--- src/include/srd_regs.svh ---
`ifndef SRD_REGS_SVH
`define SRD_REGS_SVH

// ********************************************************************
// Residual decoder constants
// ********************************************************************

// Lowest bit rate, in kbps, at which residual coding is active
`define SRD_RES_MIN_KBPS   9'h020
// Gain index width and the index that forces an all-zero residual
`define SRD_GAIN_BITS      4'h7
`define SRD_GAIN_ZERO_IDX  7'h7F
// Gain exponent step 90/(20*127)*log2(10) in Q16
`define SRD_GAIN_K_Q16     20'h01E22
// Block geometry
`define SRD_BLK_LEN        4'h8
`define SRD_NZ_BITS        4'h2
// Model alphabet size and probability precision
`define SRD_MODEL_SYMS     5'h10
`define SRD_PROB_BITS      5'h0E
// Low-order bit split
`define SRD_SHIFT_BIAS     4'h3
`define SRD_RAW_SHIFT_MAX  4'h4
// Model selectors sent upstream: 0x00..0x0E high-part tables,
// 0x10 parameter table, 0x11..0x14 low-bit tables by shift
`define SRD_MODEL_PARAM    5'h10
`define SRD_MODEL_LSB_BASE 5'h10
// Reset values
`define SRD_RST_ZERO       1'b0

`endif

--- src/include/srd_pkg.sv ---
// ********************************************************************
// Residual decoder types
// ********************************************************************
package srd_pkg;

  // Decode sequencer states
  typedef enum logic [4:0]
  {
    ST_IDLE      = 5'h00,
    ST_GAIN_REQ  = 5'h01,
    ST_GAIN_W    = 5'h02,
    ST_PARAM_REQ = 5'h03,
    ST_PARAM_W   = 5'h04,
    ST_NZ_REQ    = 5'h05,
    ST_NZ_W      = 5'h06,
    ST_LE_DEC    = 5'h07,
    ST_BIT_REQ   = 5'h08,
    ST_BIT_W     = 5'h09,
    ST_HI_REQ    = 5'h0A,
    ST_HI_W      = 5'h0B,
    ST_LSB_REQ   = 5'h0C,
    ST_LSB_W     = 5'h0D,
    ST_SIGN_REQ  = 5'h0E,
    ST_SIGN_W    = 5'h0F,
    ST_VALUE     = 5'h10,
    ST_ZERO      = 5'h11,
    ST_DONE      = 5'h12
  } srd_state_t;

  // Kinds of read asked of the range decoder
  typedef enum logic [1:0]
  {
    RD_RAW      = 2'h0,
    RD_BIT_PROB = 2'h1,
    RD_SYMBOL   = 2'h2,
    RD_ESCAPE   = 2'h3
  } srd_rd_kind_t;

endpackage

--- src/srd_decoder.sv ---
`timescale 1ns/1ns
`include "srd_regs.svh"

module srd_decoder
  import srd_pkg::*;
(
  input  wire logic        clock,
  input  wire logic        rst_n,
  input  wire logic        frame_start,
  input  wire logic [8:0]  bitrate_kbps,
  input  wire logic [6:0]  res_len,
  input  wire logic        rd_ack,
  input  wire logic [15:0] rd_data,
  output logic             rd_req,
  output logic      [1:0]  rd_kind,
  output logic      [3:0]  rd_nbits,
  output logic      [14:0] rd_prob,
  output logic      [4:0]  rd_model,
  output logic      [4:0]  rd_nsym,
  output logic      [4:0]  rd_prec,
  output logic             res_valid,
  output logic      [5:0]  res_index,
  output logic      [49:0] res_value,
  output logic             res_last,
  output logic             frame_done,
  output logic             busy
);

  // ******************************************************************
  // Declarations
  // ******************************************************************
  logic         rst_meta_ff;
  logic         rst_sync_n;
  srd_state_t   state_ff;
  logic [6:0]   len_ff;
  logic         force_zero_ff;
  logic [6:0]   gidx_ff;
  logic [3:0]   blk_ff;
  logic [2:0]   pos_ff;
  logic [3:0]   param_ff;
  logic [3:0]   left0_ff;
  logic [3:0]   left1_ff;
  logic [15:0]  hi_ff;
  logic [15:0]  mag_ff;
  logic         neg_ff;
  logic         rd_req_ff;
  srd_rd_kind_t rd_kind_ff;
  logic [3:0]   rd_nbits_ff;
  logic [14:0]  rd_prob_ff;
  logic [4:0]   rd_model_ff;
  logic [4:0]   rd_nsym_ff;
  logic [4:0]   rd_prec_ff;
  logic         res_valid_ff;
  logic [5:0]   res_index_ff;
  logic [49:0]  res_value_ff;
  logic         res_last_ff;
  logic         frame_done_ff;
  logic         busy_ff;
  logic [5:0]   prev_index_ff;
  logic [31:0]  gain_q15;
  logic [6:0]   remain;
  logic [3:0]   blen;
  logic         last_pos;
  logic         last_blk;
  logic [3:0]   shift;
  logic [3:0]   nz_clamp;
  logic [15:0]  lsb_mag;
  logic [6:0]   cur_index;
  logic         lsb_raw;

  // Reciprocal of the remaining total at 14-bit precision, totals 2..8
  function automatic logic [13:0] reciprocal_table(input logic [3:0] t);
    case (t)
      4'h2:    reciprocal_table = 14'h2000;
      4'h3:    reciprocal_table = 14'h1555;
      4'h4:    reciprocal_table = 14'h1000;
      4'h5:    reciprocal_table = 14'h0CCD;
      4'h6:    reciprocal_table = 14'h0AAB;
      4'h7:    reciprocal_table = 14'h0925;
      default: reciprocal_table = 14'h0800;
    endcase
  endfunction

  // ******************************************************************
  // Reset release
  // ******************************************************************

  // Two-stage release so every flop leaves reset on the same edge
  always_ff @(posedge clock or negedge rst_n)
  begin
    if (!rst_n)
    begin
      rst_meta_ff <= `SRD_RST_ZERO;
      rst_sync_n  <= `SRD_RST_ZERO;
    end
    else
    begin
      rst_meta_ff <= 1'b1;
      rst_sync_n  <= rst_meta_ff;
    end
  end

  // ******************************************************************
  // Block geometry and element arithmetic
  // ******************************************************************

  // Remaining length decides the size of the current block
  assign remain    = 7'(len_ff - {blk_ff, 3'b000});
  assign blen      = (remain > {3'b000, `SRD_BLK_LEN}) ? `SRD_BLK_LEN : remain[3:0];
  assign last_pos  = (pos_ff == 3'(blen - 4'h1));
  assign last_blk  = (remain <= {3'b000, `SRD_BLK_LEN});
  assign shift     = (param_ff > `SRD_SHIFT_BIAS) ? 4'(param_ff - `SRD_SHIFT_BIAS)
                                                  : 4'h0;
  // A count above the block size would underflow the zero tally
  assign nz_clamp  = ({2'b00, rd_data[1:0]} > blen) ? blen : {2'b00, rd_data[1:0]};
  assign lsb_mag   = 16'(hi_ff << shift) | rd_data;
  assign cur_index = {blk_ff[3:0], pos_ff};
  assign lsb_raw   = (hi_ff != 16'h0000) || (shift > `SRD_RAW_SHIFT_MAX);

  srd_gain_dequant u_gain
  (
    .clock      (clock),
    .rst_sync_n (rst_sync_n),
    .gain_idx   (gidx_ff),
    .gain_q15   (gain_q15)
  );

  // ******************************************************************
  // Decode sequencing
  // ******************************************************************

  // One state per read and per answer; the sequencer never runs ahead
  // of an outstanding read
  always_ff @(posedge clock or negedge rst_sync_n)
  begin
    if (!rst_sync_n)
    begin
      state_ff      <= ST_IDLE;
      len_ff        <= 7'h00;
      force_zero_ff <= 1'b0;
      gidx_ff       <= 7'h00;
      blk_ff        <= 4'h0;
      pos_ff        <= 3'h0;
      param_ff      <= 4'h0;
      left0_ff      <= 4'h0;
      left1_ff      <= 4'h0;
      hi_ff         <= 16'h0000;
      mag_ff        <= 16'h0000;
      neg_ff        <= 1'b0;
    end
    else
    begin
      case (state_ff)
        ST_IDLE:
          if (frame_start)
          begin
            len_ff        <= res_len;
            blk_ff        <= 4'h0;
            pos_ff        <= 3'h0;
            force_zero_ff <= (bitrate_kbps < `SRD_RES_MIN_KBPS);
            if (bitrate_kbps >= `SRD_RES_MIN_KBPS)
              state_ff <= ST_GAIN_REQ;
            else
              state_ff <= (res_len == 7'h00) ? ST_DONE : ST_ZERO;
          end
        ST_GAIN_REQ:  state_ff <= ST_GAIN_W;
        ST_GAIN_W:
          if (rd_ack)
          begin
            gidx_ff <= rd_data[6:0];
            if (rd_data[6:0] == `SRD_GAIN_ZERO_IDX || len_ff == 7'h00)
            begin
              force_zero_ff <= (rd_data[6:0] == `SRD_GAIN_ZERO_IDX);
              state_ff      <= (len_ff == 7'h00) ? ST_DONE : ST_ZERO;
            end
            else
              state_ff <= ST_PARAM_REQ;
          end
        ST_PARAM_REQ: state_ff <= ST_PARAM_W;
        ST_PARAM_W:
          if (rd_ack)
          begin
            param_ff <= rd_data[3:0];
            state_ff <= (rd_data[3:0] == 4'h0) ? ST_NZ_REQ : ST_HI_REQ;
          end
        ST_NZ_REQ:    state_ff <= ST_NZ_W;
        ST_NZ_W:
          if (rd_ack)
          begin
            left1_ff <= nz_clamp;
            left0_ff <= 4'(blen - nz_clamp);
            state_ff <= ST_LE_DEC;
          end
        ST_LE_DEC:
        begin
          neg_ff <= 1'b0;
          // Forced zeros spend no bits; a forced nonzero symbol still reads its sign bit
          if (left1_ff == 4'h0)
          begin
            mag_ff   <= 16'h0000;
            state_ff <= ST_VALUE;
          end
          else if (left0_ff == 4'h0)
          begin
            mag_ff   <= 16'h0001;
            state_ff <= ST_SIGN_REQ;
          end
          else
            state_ff <= ST_BIT_REQ;
        end
        ST_BIT_REQ:   state_ff <= ST_BIT_W;
        ST_BIT_W:
          if (rd_ack)
          begin
            mag_ff   <= {15'h0000, rd_data[0]};
            state_ff <= rd_data[0] ? ST_SIGN_REQ : ST_VALUE;
          end
        ST_HI_REQ:    state_ff <= ST_HI_W;
        ST_HI_W:
          if (rd_ack)
          begin
            hi_ff  <= rd_data;
            neg_ff <= 1'b0;
            mag_ff <= rd_data;
            if (shift != 4'h0)
              state_ff <= ST_LSB_REQ;
            else
              state_ff <= (rd_data != 16'h0000) ? ST_SIGN_REQ : ST_VALUE;
          end
        ST_LSB_REQ:   state_ff <= ST_LSB_W;
        ST_LSB_W:
          if (rd_ack)
          begin
            mag_ff   <= lsb_mag;
            state_ff <= (lsb_mag != 16'h0000) ? ST_SIGN_REQ : ST_VALUE;
          end
        ST_SIGN_REQ:  state_ff <= ST_SIGN_W;
        ST_SIGN_W:
          if (rd_ack)
          begin
            neg_ff   <= rd_data[0];
            state_ff <= ST_VALUE;
          end
        ST_VALUE:
        begin
          if (param_ff == 4'h0)
          begin
            if (mag_ff != 16'h0000)
              left1_ff <= 4'(left1_ff - 4'h1);
            else
              left0_ff <= 4'(left0_ff - 4'h1);
          end
          if (last_pos)
          begin
            pos_ff   <= 3'h0;
            blk_ff   <= 4'(blk_ff + 4'h1);
            state_ff <= last_blk ? ST_DONE : ST_PARAM_REQ;
          end
          else
          begin
            pos_ff   <= 3'(pos_ff + 3'h1);
            state_ff <= (param_ff == 4'h0) ? ST_LE_DEC : ST_HI_REQ;
          end
        end
        ST_ZERO:
          if (cur_index == 7'(len_ff - 7'h01))
            state_ff <= ST_DONE;
          else
            {blk_ff, pos_ff} <= 7'(cur_index + 7'h01);
        ST_DONE:      state_ff <= ST_IDLE;
        default:      state_ff <= ST_IDLE;
      endcase
    end
  end

  // ******************************************************************
  // Range decoder reads
  // ******************************************************************

  // Fields are loaded with the request and held until the answer
  always_ff @(posedge clock or negedge rst_sync_n)
  begin
    if (!rst_sync_n)
    begin
      rd_req_ff   <= 1'b0;
      rd_kind_ff  <= RD_RAW;
      rd_nbits_ff <= 4'h0;
      rd_prob_ff  <= 15'h0000;
      rd_model_ff <= 5'h00;
      rd_nsym_ff  <= 5'h00;
      rd_prec_ff  <= 5'h00;
    end
    else
    begin
      if (rd_ack)
        rd_req_ff <= 1'b0;
      case (state_ff)
        ST_GAIN_REQ:
        begin
          rd_req_ff   <= 1'b1;
          rd_kind_ff  <= RD_RAW;
          rd_nbits_ff <= `SRD_GAIN_BITS;
        end
        ST_PARAM_REQ:
        begin
          rd_req_ff   <= 1'b1;
          rd_kind_ff  <= RD_SYMBOL;
          rd_model_ff <= `SRD_MODEL_PARAM;
          rd_nsym_ff  <= `SRD_MODEL_SYMS;
          rd_prec_ff  <= `SRD_PROB_BITS;
        end
        ST_NZ_REQ:
        begin
          rd_req_ff   <= 1'b1;
          rd_kind_ff  <= RD_RAW;
          rd_nbits_ff <= `SRD_NZ_BITS;
        end
        ST_BIT_REQ:
        begin
          rd_req_ff   <= 1'b1;
          rd_kind_ff  <= RD_BIT_PROB;
          rd_prob_ff  <= 15'(left0_ff * reciprocal_table(4'(left0_ff + left1_ff)));
          rd_prec_ff  <= `SRD_PROB_BITS;
        end
        ST_HI_REQ:
        begin
          rd_req_ff   <= 1'b1;
          rd_kind_ff  <= RD_ESCAPE;
          rd_model_ff <= 5'({1'b0, param_ff} - 5'h01);
          rd_nsym_ff  <= `SRD_MODEL_SYMS;
        end
        ST_LSB_REQ:
        begin
          rd_req_ff   <= 1'b1;
          rd_kind_ff  <= lsb_raw ? RD_RAW : RD_SYMBOL;
          rd_nbits_ff <= shift;
          rd_model_ff <= 5'(`SRD_MODEL_LSB_BASE + {1'b0, shift});
          rd_nsym_ff  <= 5'(5'h01 << shift);
          rd_prec_ff  <= `SRD_PROB_BITS;
        end
        ST_SIGN_REQ:
        begin
          rd_req_ff   <= 1'b1;
          rd_kind_ff  <= RD_RAW;
          rd_nbits_ff <= 4'h1;
        end
        default:
        begin
        end
      endcase
    end
  end

  // ******************************************************************
  // Residual output towards the inverse transform
  // ******************************************************************

  // Gain is applied here so the transform stage sees final values
  always_ff @(posedge clock or negedge rst_sync_n)
  begin
    if (!rst_sync_n)
    begin
      res_valid_ff  <= 1'b0;
      res_index_ff  <= 6'h00;
      res_value_ff  <= 50'h0;
      res_last_ff   <= 1'b0;
      frame_done_ff <= 1'b0;
      busy_ff       <= 1'b0;
      prev_index_ff <= 6'h00;
    end
    else
    begin
      res_valid_ff  <= (state_ff == ST_VALUE) || (state_ff == ST_ZERO);
      res_index_ff  <= cur_index[5:0];
      frame_done_ff <= (state_ff == ST_DONE);
      busy_ff       <= (state_ff != ST_IDLE) || frame_start;
      if (res_valid_ff)
        prev_index_ff <= res_index_ff;
      if (state_ff == ST_ZERO)
      begin
        res_value_ff <= 50'h0;
        res_last_ff  <= (cur_index == 7'(len_ff - 7'h01));
      end
      else
      begin
        res_value_ff <= 50'($signed(neg_ff ? -{1'b0, mag_ff} : {1'b0, mag_ff})
                        * $signed({1'b0, gain_q15}));
        res_last_ff  <= (state_ff == ST_VALUE) && last_pos && last_blk;
      end
    end
  end

  assign rd_req     = rd_req_ff;
  assign rd_kind    = rd_kind_ff;
  assign rd_nbits   = rd_nbits_ff;
  assign rd_prob    = rd_prob_ff;
  assign rd_model   = rd_model_ff;
  assign rd_nsym    = rd_nsym_ff;
  assign rd_prec    = rd_prec_ff;
  assign res_valid  = res_valid_ff;
  assign res_index  = res_index_ff;
  assign res_value  = res_value_ff;
  assign res_last   = res_last_ff;
  assign frame_done = frame_done_ff;
  assign busy       = busy_ff;

  // ******************************************************************
  // Checks
  // ******************************************************************
  a_low_rate_skip: assert property (@(posedge clock) disable iff (!rst_sync_n)
    (state_ff == ST_IDLE && frame_start && bitrate_kbps < `SRD_RES_MIN_KBPS)
    |=> (state_ff != ST_GAIN_REQ) ##1 !rd_req)
    else $error("residual read started below minimum rate");
  a_zero_output: assert property (@(posedge clock) disable iff (!rst_sync_n)
    res_valid && force_zero_ff |-> res_value == 50'h0)
    else $error("forced-zero frame delivered a nonzero value");
  a_gain_read: assert property (@(posedge clock) disable iff (!rst_sync_n)
    state_ff == ST_GAIN_REQ |=> rd_req && rd_kind == RD_RAW && rd_nbits == 4'h7)
    else $error("gain index not read on seven raw bits");
  a_param_model: assert property (@(posedge clock) disable iff (!rst_sync_n)
    state_ff == ST_PARAM_REQ |=> rd_req && rd_kind == RD_SYMBOL
    && rd_nsym == 5'd16 && rd_prec == 5'd14 && rd_model == `SRD_MODEL_PARAM)
    else $error("block parameter read with wrong model");
  a_nz_raw: assert property (@(posedge clock) disable iff (!rst_sync_n)
    state_ff == ST_NZ_REQ |=> rd_req && rd_kind == RD_RAW && rd_nbits == 4'h2)
    else $error("nonzero count not read on two raw bits");
  a_prob_calc: assert property (@(posedge clock) disable iff (!rst_sync_n)
    state_ff == ST_BIT_REQ |=> rd_kind == RD_BIT_PROB && $past(left1_ff) != 4'h0
    && $past(left0_ff) != 4'h0
    && rd_prob == 15'($past(left0_ff) * reciprocal_table(4'($past(left0_ff) + $past(left1_ff)))))
    else $error("binary read issued with wrong zero probability");
  a_sign_apply: assert property (@(posedge clock) disable iff (!rst_sync_n)
    (state_ff == ST_SIGN_W && rd_ack)
    |-> ##2 res_valid && (res_value[49] == $past(rd_data[0], 2)))
    else $error("sign bit not applied to delivered value");
  a_lsb_read: assert property (@(posedge clock) disable iff (!rst_sync_n)
    state_ff == ST_LSB_REQ |=> rd_req && ((rd_kind == RD_RAW) == lsb_raw)
    && (rd_kind != RD_RAW || rd_nbits == shift) && shift != 4'h0)
    else $error("low-order bits read the wrong way");
  a_escape_model: assert property (@(posedge clock) disable iff (!rst_sync_n)
    state_ff == ST_HI_REQ |=> rd_kind == RD_ESCAPE && rd_nsym == 5'd16
    && rd_model == 5'({1'b0, param_ff} - 5'h01))
    else $error("high part read with wrong model");
  a_mag_form: assert property (@(posedge clock) disable iff (!rst_sync_n)
    (state_ff == ST_LSB_W && rd_ack)
    |=> mag_ff == (16'($past(hi_ff) << shift) | $past(rd_data)))
    else $error("magnitude not formed from high part and low bits");
  a_index_step: assert property (@(posedge clock) disable iff (!rst_sync_n)
    res_valid && res_index != 6'h00 |-> res_index == 6'(prev_index_ff + 6'h01))
    else $error("residual index skipped a position");
  a_last_index: assert property (@(posedge clock) disable iff (!rst_sync_n)
    res_last |-> res_valid && res_index == 6'(len_ff - 7'h01))
    else $error("last value not at vector end");
  a_one_read: assert property (@(posedge clock) disable iff (!rst_sync_n)
    rd_req && !rd_ack |=> rd_req && $stable(rd_kind) && $stable(rd_nbits))
    else $error("read dropped or changed before its answer");

endmodule

--- src/srd_gain_dequant.sv ---
`timescale 1ns/1ns
`include "srd_regs.svh"

// ********************************************************************
// Gain index to linear gain, Q15, one cycle latency
// ********************************************************************
module srd_gain_dequant
  import srd_pkg::*;
(
  input  wire logic        clock,
  input  wire logic        rst_sync_n,
  input  wire logic [6:0]  gain_idx,
  output logic      [31:0] gain_q15
);

  logic [19:0] expo;
  logic [3:0]  frac_sel;
  logic [16:0] mant_lo;
  logic [16:0] mant_hi;
  logic [28:0] interp;
  logic [16:0] mant;
  logic [31:0] gain_ff;

  // Two to the power i/16, Q15; linear steps between entries keep the
  // error well under a tenth of a dB, traded against a full ROM
  function automatic logic [16:0] pow2_frac(input logic [4:0] i);
    case (i)
      5'h00: pow2_frac = 17'h08000;
      5'h01: pow2_frac = 17'h085AB;
      5'h02: pow2_frac = 17'h08B96;
      5'h03: pow2_frac = 17'h091C4;
      5'h04: pow2_frac = 17'h09838;
      5'h05: pow2_frac = 17'h09EF5;
      5'h06: pow2_frac = 17'h0A5FF;
      5'h07: pow2_frac = 17'h0AD58;
      5'h08: pow2_frac = 17'h0B505;
      5'h09: pow2_frac = 17'h0BD09;
      5'h0A: pow2_frac = 17'h0C567;
      5'h0B: pow2_frac = 17'h0CE25;
      5'h0C: pow2_frac = 17'h0D745;
      5'h0D: pow2_frac = 17'h0E0CD;
      5'h0E: pow2_frac = 17'h0EAC1;
      5'h0F: pow2_frac = 17'h0F525;
      default: pow2_frac = 17'h10000;
    endcase
  endfunction

  // Exponent in base two, split into shift and interpolated mantissa
  assign expo     = 20'(gain_idx * `SRD_GAIN_K_Q16);
  assign frac_sel = expo[15:12];
  assign mant_lo  = pow2_frac({1'b0, frac_sel});
  assign mant_hi  = pow2_frac(5'({1'b0, frac_sel} + 5'h01));
  assign interp   = 29'((mant_hi - mant_lo) * expo[11:0]);
  assign mant     = 17'(mant_lo + 17'(interp >> 12));

  // Registered result
  always_ff @(posedge clock or negedge rst_sync_n)
  begin
    if (!rst_sync_n)
    begin
      gain_ff <= 32'h00000000;
    end
    else
    begin
      gain_ff <= 32'({15'h0000, mant} << expo[19:16]);
    end
  end

  assign gain_q15 = gain_ff;

endmodule

--- config.mk ---
export PLATFORM = sky130hd
export DESIGN_NAME = srd_decoder
export DESIGN_NICKNAME = d
export VERILOG_FILES = /design/src/include/srd_pkg.sv /design/src/srd_decoder.sv /design/src/srd_gain_dequant.sv
export VERILOG_INCLUDE_DIRS = /design/src /design/src/include
export SDC_FILE = /design/constraint.sdc
export NUM_CORES = 2
export LEC_CHECK = 0
export BUFFER_PORTS_ARGS = -buffer_cell sky130_fd_sc_hd__buf_2
export CAP_MARGIN = 20
export CORE_MARGIN = 1.5
export CORE_UTILIZATION = 40
export CTS_BUF_LIST = sky130_fd_sc_hd__clkbuf_4 sky130_fd_sc_hd__clkbuf_8
export DETAILED_ROUTE_END_ITERATION = 6
export HOLD_SLACK_MARGIN = 0.15
export SETUP_SLACK_MARGIN = 0.05
export SYNTH_ARGS = -nofsm -noshare
export SYNTH_HDL_FRONTEND = slang
export SYNTH_SLANG_ARGS = --single-unit
--- constraint.sdc ---
create_clock -name clock -period 7.4 [get_ports clock]
set_input_delay 1.11 -clock clock [delete_from_list [all_inputs] [get_ports clock]]
set_output_delay 1.11 -clock clock [all_outputs]
set_load 0.01 [all_outputs]
[Word-level counts from Yosys, hierarchy flattened]
Memory sizes are Yosys's and may differ from the RTL's.
Index checks and enable logic that the tools add are counted.
Word-level totals
  logic and storage cells: 209
  memories kept: 2
  register bits: 198
  output and inout bits: 97
  bits in read-only memories: 480
Cells by class
  $lt $le $gt $ge: 6
  $add $sub $neg: 17
  reductions and logical operators: 43
  mux-type cells: 64
  equal/unequal tests: 42
  multipliers: 4
  bitwise operators: 1
  shift operators: 3
Memory list
  (name not given): depth 16, width 15, read ports 1, clocked after Yosys merged registers in 0, write ports 0, RTL line srd_gain_dequant.sv:27  | case (i)
  (name not given): depth 16, width 15, read ports 1, clocked after Yosys merged registers in 0, write ports 0, RTL line srd_gain_dequant.sv:27
Operators by type and width (count)
  $mux W5: 18
  $pmux W5 S18: 1
  $pmux W14 S6: 1
  $mux W16: 5
  $pmux W16 S4: 1
  $reduce_bool A16 Y1: 4
  $mux W4: 14
  $mul A17 B33 Y50: 1
  $mux W50: 1
  $eq A5 B4 Y1 const B: 8
  $mux W17: 2
  $shl A17 B4 Y32: 1
  $mul A29 B11 Y28: 1
  $ne A2 B2 Y1 const B: 13
  $eq A5 B3 Y1 const B: 4
  $mul A7 B12 Y19 const B: 1
  $sub A17 B17 Y18: 1
  $add A17 B17 Y17: 1
  $neg A16 Y17: 1
  $eq A4 B3 Y1 const B: 4
  $logic_not A4 Y1: 4
  $or A16 B16 Y16: 1
  $pmux W4 S2: 2
  $pmux W4 S4: 1
  other kinds (57): 89

[Logic depth before layout (Yosys ltp)]
  depth in word-level cells: 8
  gate-level depth with buffers: 60
  mapped depth without buffers: 58

[Modules after synthesis]
From an unflattened synthesis, not the netlist that was laid out.
Second synthesis, totals
  cell total of the unflattened synthesis: 4668
  area total of the unflattened synthesis: 40070.9 µm²
Modules (own cells, without submodules)
  srd_decoder: times used 1, area an instance 28419.8 µm², cells an instance 3276
  srd_gain_dequant: times used 1, area an instance 11651.2 µm², cells an instance 1392

[Worst setup path after synthesis]
OpenSTA, ideal clock, no wires.
  path type: register -> register
  from: reg gidx_ff[2]
  to: reg u_gain.gain_ff[17], in the netlist u_gain.gain_q15[17]
  path slack: -6.568 ns
  path buffers: 5
  required time: 7.301 ns
  arrival: 13.868 ns
  clock period less this slack: 13.968 ns
  cell stages (with the launch flop): 61
  library setup time: 0.099 ns
  cells stage by stage: dfrtp_1 -> clkbuf_1 -> inv_1 -> fa_1 -> fa_1 -> fa_1 -> inv_1 -> ha_1 -> o21a_1 -> a21oi_1 -> xnor2_2 -> ha_1 -> clkbuf_1 -> and3_1 -> buf_6 -> clkbuf_1 -> a21o_1 -> ha_1 -> [25 not listed] -> nand3_1 -> a31oi_1 -> nor2b_1 -> nor2_1 -> nor2b_1 -> nor2_1 -> xnor2_1 -> ha_1 -> or4_1 -> or4_1 -> or3_1 -> a311oi_1 -> o21ai_1 -> a21oi_2 -> xor2_2 -> a211oi_1 -> a31oi_2 -> a311oi_1
Between the ends
  longest elaborated chain between the ends: 8
  elaborated cells on any way between the ends: 9
  classes of those cells: 3 x add/sub; 2 x mul; 1 x shift; 1 x mux; 2 x memory
RTL lines
  from (decl): RTL line srd_decoder.sv:37  | logic [6:0] gidx_ff;
  from (signal assigned): RTL line srd_decoder.sv:170  | gidx_ff <= rd_data[6:0];
  $mul A7 B12 Y19 (no line) (*)
  $add A4 B1 Y5: RTL line srd_gain_dequant.sv:52  | assign mant_hi = pow2_frac(5'({1'b0, frac_sel} + 5'h01));
  $mem_v2 Z16 W15
  $mux W17: RTL line srd_gain_dequant.sv:27
  $sub A17 B17 Y18: RTL line srd_gain_dequant.sv:53  | assign interp = 29'((mant_hi - mant_lo) * expo[11:0]);
  $mul A29 B11 Y28: RTL line srd_gain_dequant.sv:53
  $add A17 B17 Y17: RTL line srd_gain_dequant.sv:54  | assign mant = 17'(mant_lo + 17'(interp >> 12));
  $shl A17 B4 Y32 (*): RTL line srd_gain_dequant.sv:65  | gain_ff <= 32'({15'h0000, mant} << expo[19:16]);
  to (signal assigned): RTL line srd_gain_dequant.sv:65
  to (decl): RTL line srd_gain_dequant.sv:22  | logic [31:0] gain_ff;
Every way passes the cells marked *; elsewhere a longest branch is shown, timed or not.
A chain may end at the register's enable or synchronous reset.

[Worst setup path after layout]
  from: reg gidx_ff[2]
  to: reg u_gain.gain_ff[18], in the netlist u_gain.gain_q15[18]
The elaborated chain is that of the path after synthesis.

==> results.txt <==
----------------------------------------------------
[Outcome]
  Status ... finished with violations
  Violations in the final reports ... setup timing

[Clocking]
  Clock latency reported for the late side of the worst-skew pair ... 630 ps
  Longest Clk Path Bufs ... 2
  CTS Hold Bufs ... 0
  Root buffer cell ... clkbuf_8
  Number of buffers created by CTS ... 17
  CTS tree ... done
  CTS sink count ... 198
  Post-CTS clock slew at the launch and capture registers of the worst setup and hold paths ... 130 ps
  Deepest level of the CTS H-tree ... 4

[Setup path]
  Register-to-register path setup slack ... -5440 ps
  Cell type of the slowest stage on the worst timing path ... mux4_2
  Most frequent CP cell ... fa_1
  CP Launch Type ... flip-flop
  Worst flop-to-flop path endpoint ... u_gain.gain_q15[18]$_DFF_PN0_
  Worst R2R Start ... gidx_ff[2]$_DFFE_PN0P_
  CP max FO ... 4
  Slowest Stage Delay on Critical Path ... 570 ps
  CP Capture Type ... flip-flop
  Signal arrival time at the worst endpoint ... 13,350 ps
  Worst path required time ... 7910 ps
  Critical path start-end classification ... flip-flop to flip-flop
  Depth of the worst register-to-register path ... 57

[Route]
  Antenna-violating nets left ... 0
  DR pass1 iterations ... 5
  Detailed router's first-iteration violation count ... 1,991
  Number of remaining DRC errors ... 0
  Final WL ... 107.6 mm
  Average via count per standard cell ... 5.103
  WL per Instance ... 17.14 um
  Total number of vias ... 32,030

[Timing]
  Highest clock rate ... 77.90 MHz
  Setup Viol. Count Final ... 47
  Largest clock skew in the final design ... 39.12 ps
  Crit path time final ... 12,840 ps
  Post-route clock period utilization ... 173.5%
  Worst slew pin tran ... 999.7 ps
  Number of max-slew violations in the final report ... 0
  Unrepaired setup endpoints after global routing ... yes
  Final Hold Violating Endpoints ... 0
  Final setup slack of the worst path ... -5437 ps
  Worst-case headroom to the max-slew limit ... 33.11%

[Floorplan]
  Floorplan core area ... 96,570 um^2
  Die height ... 315.0 um
  Ports ... 133
  Starting Density ... 40.33%
  Die outline area ... 99,250 um^2
  Row Count ... 114
  Die Wd ... 315.0 um

[Synth]
  Flop and latch count out of synthesis ... 198
  Synthesized area ... 38,950 um^2
  Area leader, netlist ... fa_1
  Proportion of synthesized chip area in sequential cells ... 12.72%
  Number of warnings printed during yosys synthesis ... 0
  Fraction of synthesized cell area taken by the top area cell type ... 33.87%
  Gate count after technology mapping ... 4,403
  Largest cells by area after synthesis ... fa_1 34%, dfrtp_1 13%, ha_1 10%
  Most used flip-flop cell after synthesis ... dfrtp_1
  EDFF count, synth ... 0
  Post-Syn Area per Cell ... 8.845 um^2
  Library cells used by synthesis ... 86
  FFs w/ async S/R, synth ... 100.0%

[Global routing]
  Initial antenna violation count ... 3
  Pin count of the biggest net entering global routing ... 148
  First-pass GRT wire length ... 174.6 mm
  Total Routing Usage GR ... 21.97%
  Vias in the first global route ... 33,410
  Total grt overflow ... 0

[Layout]
  Final non-filler cell area ... 47,970 um^2
  Top library cells by usage in the layout, fill and taps aside ... 714 x inv_1, 635 x fa_1, 578 x buf_4, 576 x nand2_1, 276 x ha_1
  Leading cell type in the layout, fill and taps excluded ... inv_1
  Relative area change from synthesis to final layout ... 23.17%
  Fin nets ... 5,995
  Number of fill cells ... 8,999
  Share of layout cells above drive strength 1 ... 22.84%

[Place]
  Pre-CTS setup slack ... -5760 ps
  Area after DPL ... 45,390 um^2
  Port Buf Inserts ... 125
  Final weighted congestion of routability-driven global placement ... 0.9287
  Final HPWL from detailed placement ... 88.11 mm

[Hold path]
  Kind of path behind the tightest hold check ... primary input to asynchronous set/reset pin

[Run]
  Max Cap Viol ... 0

----------------------------------------------------
-- kinds of logic (layout without fill, tap and decap cells) --
family | after synthesis | after routing | share of synthesized area, %
muxes | 105 | 105 | 3.039
DFF | 198 | 198 | 12.72
buffers and inverters | 930 | 1525 | 9.044
other | 2 | 4 | 0.01928
and+or+nand+nor | 1410 | 1410 | 17.04
xor gates and xnor gates | 165 | 165 | 3.884
adders and majority gates | 974 | 974 | 43.99
AOI/OAI and AO/OA | 619 | 619 | 10.27
-- worst max-delay path: cells and delay by family (launching register included) --
| kind | cells | cell delay [ps] |
|---|---|---|
| XOR/XNOR | 5 | 770 |
| AND/OR/NAND/NOR | 11 | 1980 |
| adder cells (fa/ha/maj) | 13 | 4940 |
| multiplexers | 1 | 570 |
| AO/OA/AOI/OAI | 19 | 3310 |
| flip-flops | 1 | 460 |
| buffers and inverters | 8 | 750 |
-- state kept, by name, indices dropped and copies added, names as in the netlist, 6 cells and up --
signal,cells
res_index,6
u_gain.gain_q15,32
gidx_ff,7
len_ff,7
res_value,50
hi_ff,16
mag_ff,16
rd_prob,15
-- cells in the mapped netlist (16+ instances only) --
| master | number |
|---|---|
| inv_1 | 727 |
| fa_1 | 659 |
| nand2_1 | 600 |
| ha_1 | 314 |
| nor2_1 | 242 |
| dfrtp_1 | 198 |
| clkbuf_1 | 179 |
| o21ai_0 | 154 |
| a21oi_1 | 147 |
| nor2b_1 | 141 |
| and2_1 | 133 |
| xnor2_1 | 103 |
| a21o_1 | 78 |
| nand2b_1 | 63 |
| nand3_1 | 63 |
| mux2i_1 | 62 |
| xor2_1 | 55 |
| nor3_1 | 45 |
| mux2_2 | 36 |
| and3_1 | 34 |
| a211oi_1 | 23 |
| a31oi_1 | 22 |
| nand4_1 | 22 |
| nor4_1 | 18 |
| o21a_1 | 18 |
| o21bai_1 | 17 |
| o211ai_1 | 16 |
| o31ai_1 | 16 |
-- through the flow --
stage	hold slack, ps	utilization (%)	std cells	TNS [ps]
2_1_floorplan	331.2	-	4404	-150280
3_3_place_gp	334.1	47.01	6185	-174500
3_5_place_dp	336.2	47.01	6185	-180000
4_1_cts	209.5	48.09	6236	-156840
5_1_grt	231.5	49.67	6276	-180000
6_report	270.0	49.67	6276	-159410
-- layer usage --
layer  GRT usage, %  share of wire, %  wire length (um)
met5              0             0.026                28
met4          6.075               2.3              2497
met3          2.986               4.4              4730
met2          37.25                49             52510
met1          29.34                44             47830
-- what timing repair did --
item | in CTS | in global routing
gates cloned | 0 | 1
hold endpoints to repair | 0 | 0
buffers inserted | 19 | 42
resized for setup | 90 | 242
endpoints found under the setup margin | 53 | 56
pin swaps | 37 | 155
-- worst max path at each step --
stage                     slack, ps                    from  cells past startpoint                       endpoint
after floorplan               -5530  gidx_ff[3]$_DFFE_PN0P_                     60  u_gain.gain_q15[19]$_DFF_PN0_
after global placement        -5590  gidx_ff[1]$_DFFE_PN0P_                     56  u_gain.gain_q15[29]$_DFF_PN0_
after detailed placement      -5760  gidx_ff[1]$_DFFE_PN0P_                     56  u_gain.gain_q15[29]$_DFF_PN0_
after CTS                     -5330  gidx_ff[2]$_DFFE_PN0P_                     57  u_gain.gain_q15[18]$_DFF_PN0_
after global routing          -5980  gidx_ff[2]$_DFFE_PN0P_                     57  u_gain.gain_q15[17]$_DFF_PN0_
final                         -5440  gidx_ff[2]$_DFFE_PN0P_                     57  u_gain.gain_q15[18]$_DFF_PN0_
-- cell type report --
| cell class | count | area [um^2] | share of cell area (%) |
|---|---|---|---|
| diodes | 1 | 2.502 | 0.005217 |
| clock inverters | 15 | 209.0 | 0.4356 |
| repair buffers | 764 | 5879 | 12.26 |
| multi-input cells | 3276 | 32340 | 67.43 |
| well taps | 1276 | 1597 | 3.328 |
| inverters | 729 | 2741 | 5.715 |
| flip-flops and latches | 198 | 4961 | 10.34 |
| clock buffers | 17 | 234.0 | 0.4878 |
Power is not shown: default switching activity piles up to over one toggle a cycle in this logic, so the estimate is an artifact.
